===== src/logic/baie_pkg.sv =====
// shared constants for the branch and increment execution block
// assumes one core instruction clock, synchronous active-high reset
package baie_pkg;
    localparam int INSTR_W   = 12;
    localparam int DATA_W    = 8;
    localparam int PC_W      = 11;
    localparam int FADDR_W   = 5;
    localparam int LIT_W     = 9;
    // opcode patterns and the instruction bits they compare against
    localparam logic [2:0] JUMP_PATTERN     = 3'h5;
    localparam int         JUMP_TOP         = 11;
    localparam int         JUMP_BOT         = 9;
    localparam logic [5:0] INC_PATTERN      = 6'h0a;
    localparam logic [5:0] INC_SKIP_PATTERN = 6'h0f;
    localparam int         OP6_TOP          = 11;
    localparam int         OP6_BOT          = 6;
    localparam int         DEST_BIT         = 5;
    // status page bits copied into the upper counter bits
    localparam int         PAGE_TOP         = 6;
    localparam int         PAGE_BOT         = 5;
    localparam int         PC_PAGE_BOT      = 9;
    localparam logic [DATA_W-1:0] DATA_ONE  = 8'h01;
    localparam logic [DATA_W-1:0] DATA_ZERO = 8'h00;
    localparam logic [PC_W-1:0]   PC_RESET  = 11'h000;
    localparam logic [FADDR_W-1:0] FADDR_RESET = 5'h00;
    typedef enum logic [1:0] {
        BAIE_OP_NONE,
        BAIE_OP_JUMP,
        BAIE_OP_INC,
        BAIE_OP_INC_SKIP
    } baie_op_t;
    typedef enum logic {
        BAIE_RUN,
        BAIE_FLUSH
    } baie_state_t;
endpackage


===== src/logic/baie_decode.sv =====
// opcode classifier for the jump and the two increment instructions
// assumes a full 12-bit instruction word, pure combinational
module baie_decode
    import baie_pkg::*;
(
    input  wire logic [INSTR_W-1:0] i_instr,
    output baie_op_t                o_op,
    output logic                    o_dest_reg,
    output logic [FADDR_W-1:0]      o_faddr,
    output logic [LIT_W-1:0]        o_literal
);
    function automatic baie_op_t classify(input logic [INSTR_W-1:0] w);
        if (w[JUMP_TOP:JUMP_BOT] == JUMP_PATTERN) begin
            return BAIE_OP_JUMP;
        end else if (w[OP6_TOP:OP6_BOT] == INC_PATTERN) begin
            return BAIE_OP_INC;
        end else if (w[OP6_TOP:OP6_BOT] == INC_SKIP_PATTERN) begin
            return BAIE_OP_INC_SKIP;
        end else begin
            return BAIE_OP_NONE;
        end
    endfunction

    always_comb begin
        o_op       = classify(i_instr);
        o_dest_reg = i_instr[DEST_BIT];
        o_faddr    = i_instr[FADDR_W-1:0];
        o_literal  = i_instr[LIT_W-1:0];
    end
endmodule


===== src/logic/baie_exec.sv =====
// execute stage for jump, increment and increment-skip instructions
// assumes fetch supplies a word with a valid strobe each cycle and the
// register file returns the addressed byte combinationally on i_fdata
import baie_pkg::*;

module baie_exec
    import baie_pkg::*;
(
    input  wire logic               i_clock,
    input  wire logic               i_rst,
    input  wire logic               i_ce,
    input  wire logic               i_valid,
    input  wire logic [INSTR_W-1:0] i_instr,
    input  wire logic [DATA_W-1:0]  i_fdata,
    input  wire logic [DATA_W-1:0]  i_status,
    output logic                    o_f_we,
    output logic [FADDR_W-1:0]      o_f_addr,
    output logic [DATA_W-1:0]       o_f_wdata,
    output logic                    o_w_we,
    output logic [DATA_W-1:0]       o_w_wdata,
    output logic                    o_zero_we,
    output logic                    o_zero,
    output logic                    o_pc_load,
    output logic [PC_W-1:0]         o_pc_target,
    output logic                    o_flush,
    output logic                    o_idle_cycle
);
    baie_op_t              op;
    logic                  dest_reg;
    logic [FADDR_W-1:0]    faddr;
    logic [LIT_W-1:0]      literal;
    logic [DATA_W-1:0]     sum;
    logic                  live;

    baie_state_t           state;
    baie_state_t           next_state;
    logic                  f_we;
    logic                  next_f_we;
    logic [FADDR_W-1:0]    f_addr;
    logic [FADDR_W-1:0]    next_f_addr;
    logic [DATA_W-1:0]     f_wdata;
    logic [DATA_W-1:0]     next_f_wdata;
    logic                  w_we;
    logic                  next_w_we;
    logic [DATA_W-1:0]     w_wdata;
    logic [DATA_W-1:0]     next_w_wdata;
    logic                  zero_we;
    logic                  next_zero_we;
    logic                  zero;
    logic                  next_zero;
    logic                  pc_load;
    logic                  next_pc_load;
    logic [PC_W-1:0]       pc_target;
    logic [PC_W-1:0]       next_pc_target;
    logic                  flush;
    logic                  next_flush;
    logic                  idle;
    logic                  next_idle;

    baie_decode u_decode (
        .i_instr    (i_instr),
        .o_op       (op),
        .o_dest_reg (dest_reg),
        .o_faddr    (faddr),
        .o_literal  (literal)
    );

    // the word arriving in the cycle after a jump or skip is the stale
    // prefetch, so the flush state swallows it instead of decoding
    assign live = i_valid && (state == BAIE_RUN);
    assign sum  = i_fdata + DATA_ONE;

    always_comb begin
        next_state     = BAIE_RUN;
        next_f_we      = 1'b0;
        next_f_addr    = f_addr;
        next_f_wdata   = f_wdata;
        next_w_we      = 1'b0;
        next_w_wdata   = w_wdata;
        next_zero_we   = 1'b0;
        next_zero      = zero;
        next_pc_load   = 1'b0;
        next_pc_target = pc_target;
        next_flush     = 1'b0;
        next_idle      = 1'b0;
        case (state)
            BAIE_RUN: begin
                if (live) begin
                    case (op)
                        BAIE_OP_JUMP: begin
                            next_pc_target = {i_status[PAGE_TOP:PAGE_BOT],
                                              literal};
                            next_pc_load   = 1'b1;
                            next_flush     = 1'b1;
                            next_state     = BAIE_FLUSH;
                        end
                        BAIE_OP_INC, BAIE_OP_INC_SKIP: begin
                            next_f_addr  = faddr;
                            next_f_wdata = sum;
                            next_w_wdata = sum;
                            next_f_we    = dest_reg;
                            next_w_we    = !dest_reg;
                            if (op == BAIE_OP_INC) begin
                                next_zero_we = 1'b1;
                                next_zero    = (sum == DATA_ZERO);
                            end else if (sum == DATA_ZERO) begin
                                next_flush = 1'b1;
                                next_state = BAIE_FLUSH;
                            end
                        end
                        default: begin
                        end
                    endcase
                end
            end
            BAIE_FLUSH: begin
                next_idle  = 1'b1;
                next_state = BAIE_RUN;
            end
            default: begin
                next_state = BAIE_RUN;
            end
        endcase
    end

    always_ff @(posedge i_clock) begin
        if (i_rst) begin
            state     <= BAIE_RUN;
            f_we      <= 1'b0;
            f_addr    <= FADDR_RESET;
            f_wdata   <= DATA_ZERO;
            w_we      <= 1'b0;
            w_wdata   <= DATA_ZERO;
            zero_we   <= 1'b0;
            zero      <= 1'b0;
            pc_load   <= 1'b0;
            pc_target <= PC_RESET;
            flush     <= 1'b0;
            idle      <= 1'b0;
        end else if (i_ce) begin
            state     <= next_state;
            f_we      <= next_f_we;
            f_addr    <= next_f_addr;
            f_wdata   <= next_f_wdata;
            w_we      <= next_w_we;
            w_wdata   <= next_w_wdata;
            zero_we   <= next_zero_we;
            zero      <= next_zero;
            pc_load   <= next_pc_load;
            pc_target <= next_pc_target;
            flush     <= next_flush;
            idle      <= next_idle;
        end
    end

    assign o_f_we       = f_we;
    assign o_f_addr     = f_addr;
    assign o_f_wdata    = f_wdata;
    assign o_w_we       = w_we;
    assign o_w_wdata    = w_wdata;
    assign o_zero_we    = zero_we;
    assign o_zero       = zero;
    assign o_pc_load    = pc_load;
    assign o_pc_target  = pc_target;
    assign o_flush      = flush;
    assign o_idle_cycle = idle;

    property p_jump_target;
        @(posedge i_clock) disable iff (i_rst)
        (i_ce && live && op == BAIE_OP_JUMP) |=>
            pc_load && pc_target == {$past(i_status[PAGE_TOP:PAGE_BOT]),
                                     $past(i_instr[LIT_W-1:0])};
    endproperty
    a_jump_target: assert property (p_jump_target)
        else $error("jump target wrong");

    property p_jump_no_flags;
        @(posedge i_clock) disable iff (i_rst)
        (i_ce && live && op == BAIE_OP_JUMP) |=> !zero_we && !f_we && !w_we;
    endproperty
    a_jump_no_flags: assert property (p_jump_no_flags)
        else $error("jump touched state");

    property p_jump_two_cycles;
        @(posedge i_clock) disable iff (i_rst)
        (i_ce && live && op == BAIE_OP_JUMP) ##1 i_ce |=> idle;
    endproperty
    a_jump_two_cycles: assert property (p_jump_two_cycles)
        else $error("jump not two cycles");

    property p_page_bits;
        @(posedge i_clock) disable iff (i_rst)
        pc_load |-> pc_target[PC_W-1:PC_PAGE_BOT] ==
                    $past(i_status[PAGE_TOP:PAGE_BOT]);
    endproperty
    a_page_bits: assert property (p_page_bits)
        else $error("page bits wrong");

    property p_inc_zero;
        @(posedge i_clock) disable iff (i_rst)
        (i_ce && live && op == BAIE_OP_INC) |=>
            zero_we && (zero == (w_wdata == DATA_ZERO)) && !flush;
    endproperty
    a_inc_zero: assert property (p_inc_zero)
        else $error("increment zero flag wrong");

    property p_dest;
        @(posedge i_clock) disable iff (i_rst)
        (i_ce && live && (op == BAIE_OP_INC || op == BAIE_OP_INC_SKIP)) |=>
            (f_we == $past(i_instr[DEST_BIT])) && (w_we != f_we)
            && f_wdata == $past(i_fdata) + DATA_ONE;
    endproperty
    a_dest: assert property (p_dest)
        else $error("destination wrong");

    property p_skip;
        @(posedge i_clock) disable iff (i_rst)
        (i_ce && live && op == BAIE_OP_INC_SKIP) |=>
            !zero_we && (flush == (f_wdata == DATA_ZERO));
    endproperty
    a_skip: assert property (p_skip)
        else $error("skip decision wrong");

    property p_skip_idle;
        @(posedge i_clock) disable iff (i_rst)
        (flush && !pc_load && i_ce) |=> idle && !f_we && !w_we;
    endproperty
    a_skip_idle: assert property (p_skip_idle)
        else $error("skip lacks idle cycle");

    property p_discard;
        @(posedge i_clock) disable iff (i_rst)
        (state == BAIE_FLUSH && i_ce) |=> !f_we && !w_we && !pc_load;
    endproperty
    a_discard: assert property (p_discard)
        else $error("discarded word executed");
endmodule


===== config.mk =====
export PLATFORM = sky130hd
export DESIGN_NAME = baie_exec
export DESIGN_NICKNAME = d
export VERILOG_FILES = /design/src/logic/baie_pkg.sv /design/src/logic/baie_decode.sv /design/src/logic/baie_exec.sv
export SDC_FILE = /design/constraint.sdc
export NUM_CORES = 1
export LEC_CHECK = 0
export BUFFER_PORTS_ARGS = -buffer_cell sky130_fd_sc_hd__buf_2
export CAP_MARGIN = 20
export CORE_AREA = 5 5 67 69
export CTS_CLUSTER_SIZE = 30
export DETAILED_ROUTE_END_ITERATION = 6
export DIE_AREA = 0 0 72 74
export PLACE_DENSITY = 0.72
export SYNTH_ARGS = -nofsm -noshare
export SYNTH_HDL_FRONTEND = slang
export SYNTH_SLANG_ARGS = --single-unit

===== constraint.sdc =====
create_clock -name i_clock -period 1.3 [get_ports i_clock]
set_input_delay 0.065 -clock i_clock [delete_from_list [all_inputs] [get_ports i_clock]]
set_output_delay 0.065 -clock i_clock [all_outputs]
set_load 0.01 [all_outputs]

==> results.yml <==
yosys:
  ys_ff_latch: 31
  yosysWarningCount: 0
  async_flop_share_pct: 0
  synth-edff-count: 0
  syn_area_um2: 1500
  synthCells: 153
  postSynthAreaPerCell_um2: 9.80
  synth_ff_type: "dfxtp_1"
  syn_nets: 187
  synth_cell_type_count: 40
  synth_seq_area_share_pct: 41.4
power:
  powerDensity_nw_per_um2: 920
  switching_power_uw: 465
  pwr-share-comb_pct: 11.1
  power_switching_share_pct: 24.7
  power.share.clock_pct: 37.8
  p_seq_share_pct: 51.1
  peakVddDrop_mv: 0.612
  p_leak_uw: 0.00101
  p_int_uw: 1420
  power.total_uw: 1880
timing:
  tightestPinTransition_ps: 469
  rsz0062_at_grt: "yes"
  setup_ws_ps: 6.75
  timing.final.crit_period_ps: 1290
  max_slew_margin_pct: 68.7
  final-hold-violation-count: 0
  max_freq_mhz: 773
  fin_crit_sh_pct: 99.5
  drv_slew: 0
  fin_worst_skew_ps: 6.57
  finalSetupTns_ps: 0
  setup_viol: 0
critical_path:
  crit_slowest_cell: "dfxtp_2"
  cp-start-kind: "register"
  reg2regPathDepth: 6
  critPathKind: "register to register"
  startpoint: "o_flush"
  max_stage_delay_ps: 310
  cp-end-kind: "register"
  required_ps: 1450
  crit_chain: "and3b_1 > buf_4 > nand3_4 > clkbuf_16 > mux2i_1 > nor2_1"
  crit_fanout: 6
  critPathArrivalTime_ps: 1440
  rrSetupSlack_ps: 7
  rr_startpoint: "o_flush"
  r2r_end: "o_pc_target[0]"
place:
  gp_congestion: 0.821
  io_buffers: 64
  place_ws_ps: -13.0
  dp_hpwl_um: 2660
finish:
  mostFrequentLayoutCells: "buf_2, dfxtp_1, nor2_1"
  synthToLayoutAreaGrowth_pct: 36.6
  fillers: 368
  antenna_cells: 0
  final_common_cell: "buf_2"
  drive_gt1_share_pct: 47.1
  nets: 258
global_routing:
  grt_pass1_vias: 1288
  grt_pass1_wl_um: 5780
  grtUsageTotal_pct: 13.9
  grt_max_degree: 22
  antenna_found_initial: 0
  grt-ovfl-total: 0
clock_network:
  insertion_delay_ps: 280
  cts_tree: "done"
  clock-sinks: 31
  cts_root_buf: "clkbuf_8"
  clkTransAtPathRegs_ps: 70
  cts_max_level: 2
  cts_made_buffers: 5
  cts_max_path_buffers: 2
routing:
  wire_per_inst_um: 13.3
  routed_wl_um: 3660
  first_iter_violations: 20
  vias_per_cell: 4.82
  vias: 1325
  detail-route-antenna-nets: 0
  drc: 0
  drt-pass1-iter-count: 4
hold_path:
  holdCritStartpoint: "i_status[6]"
  min_path_type: "input pin to register"
  hold_depth: 3
  whs_endpoint: "o_pc_target[10]"
floorplan:
  dieArea_um2: 5330
  coreArea_um2: 3860
  rows: 23
  io_pins: 71
  start_util_pct: 38.9
  die_h_um: 74
  die_width_um: 72
flow_run:
  max_cap_viol_count: 0
status:
  status: "complete, no violations"
-- power by group through the flow --
| stage | clock network [µW] | logic, µW | registers (µW) |
|---|---|---|---|
| floorplan | 0 | 93.7 | 988 |
| global placement | 0 | 197 | 984 |
| detailed placement | 0 | 199 | 984 |
| CTS | 741 | 201 | 962 |
| global route | 802 | 228 | 963 |
| finish | 713 | 208 | 963 |
-- repair_timing --
item,4_1_cts,5_1_grt
pin swaps,0,3
gates resized for setup,1,3
hold buffers,0,0
setup endpoints to repair,3,17
setup buffers,0,1
gates cloned,0,2
-- Yosys cell counts (2+ instances only) --
cell type / number / area (µm²)
inv_1: 3 / 11.3
o21ai_1: 2 / 10.0
nand2_1: 5 / 18.8
nand2b_1: 2 / 12.5
nor2_1: 23 / 86.3
xnor2_1: 5 / 43.8
nor2_2: 6 / 37.5
nor3_1: 2 / 10.0
buf_4: 9 / 67.6
a21oi_1: 2 / 10.0
dfxtp_1: 31 / 621
mux2i_1: 18 / 180
nand3_1: 6 / 30.0
buf_6: 2 / 22.5
xor2_1: 2 / 17.5
a211oi_2: 6 / 75.1
clkbuf_1: 3 / 11.3
a22oi_1: 2 / 15.0
nand3b_1: 2 / 15.0
ha_1: 2 / 25.0
-- cell type report --
type | instances | area [µm²] | area share, %
clock buffer | 5 | 68.8 | 3.36
inverter | 3 | 11.3 | 0.550
sequential | 31 | 622 | 30.4
multi-input combinational | 103 | 763 | 37.3
tap | 50 | 62.6 | 3.06
clock inverter | 3 | 15.0 | 0.733
timing repair buffer | 80 | 504 | 24.6
-- kinds of logic (layout without fill, tap and decap cells) --
kind of cell	after synthesis	count (layout)	synth area share [%]
and+or+nand+nor	56	56	19.2
buffers and inverters	19	91	8.85
adders and majority gates	2	2	1.67
muxes	18	18	12.0
DFF	31	31	41.4
xor gates and xnor gates	7	7	4.09
AOI/OAI and AO/OA	20	20	12.8
-- flip-flops by register name, indices dropped and copies added (netlist names) --
register and cells:
o_flush 1, o_pc_target 11, o_zero 1, o_f_addr 5, o_f_we 1, o_w_we 1, o_zero_we 1, o_pc_load 1
o_idle_cycle 1, o_w_wdata 8
-- worst max path at each step --
stage | end | slack [ps] | depth (start not counted)
after floorplan | o_f_addr[0] | -40 | 6
after global placement | o_w_wdata[1] | 7 | 5
after detailed placement | o_f_addr[0] | -10 | 5
after CTS | o_pc_target[5] | 20 | 6
after global routing | o_pc_target[0] | -40 | 6
final | o_pc_target[0] | 7 | 6
-- routing by layer --
| layer | share of wire (%) | vias to the layer above | global-route usage, % |
|---|---|---|---|
| met5 | 0 | - | 0 |
| met4 | 0.68 | 0 | 4.38 |
| met3 | 5.1 | 2 | 5.27 |
| met2 | 49 | 35 | 22.9 |
| met1 | 45 | 620 | 16.9 |
| li1 | - | 668 | - |
-- critical path, delay by kind of cell (launching register included) --
kind	cells	cell delay, ps
multiplexers	1	140
flip-flops	1	310
buffers and inverters	2	330
AND/OR/NAND/NOR	3	380
-- per-stage QoR --
stage	util (%)	cells	cell area, µm²	hold slack (ps)
floorplan	-	153	1500	155
global placement	48.9	264	1880	298
detailed placement	48.9	264	1880	306
CTS	51.2	272	1970	11.9
global route	53.1	275	2050	17.1
finish	53.1	275	2050	14.4
Note: power is estimated with default switching activity, not from simulation.
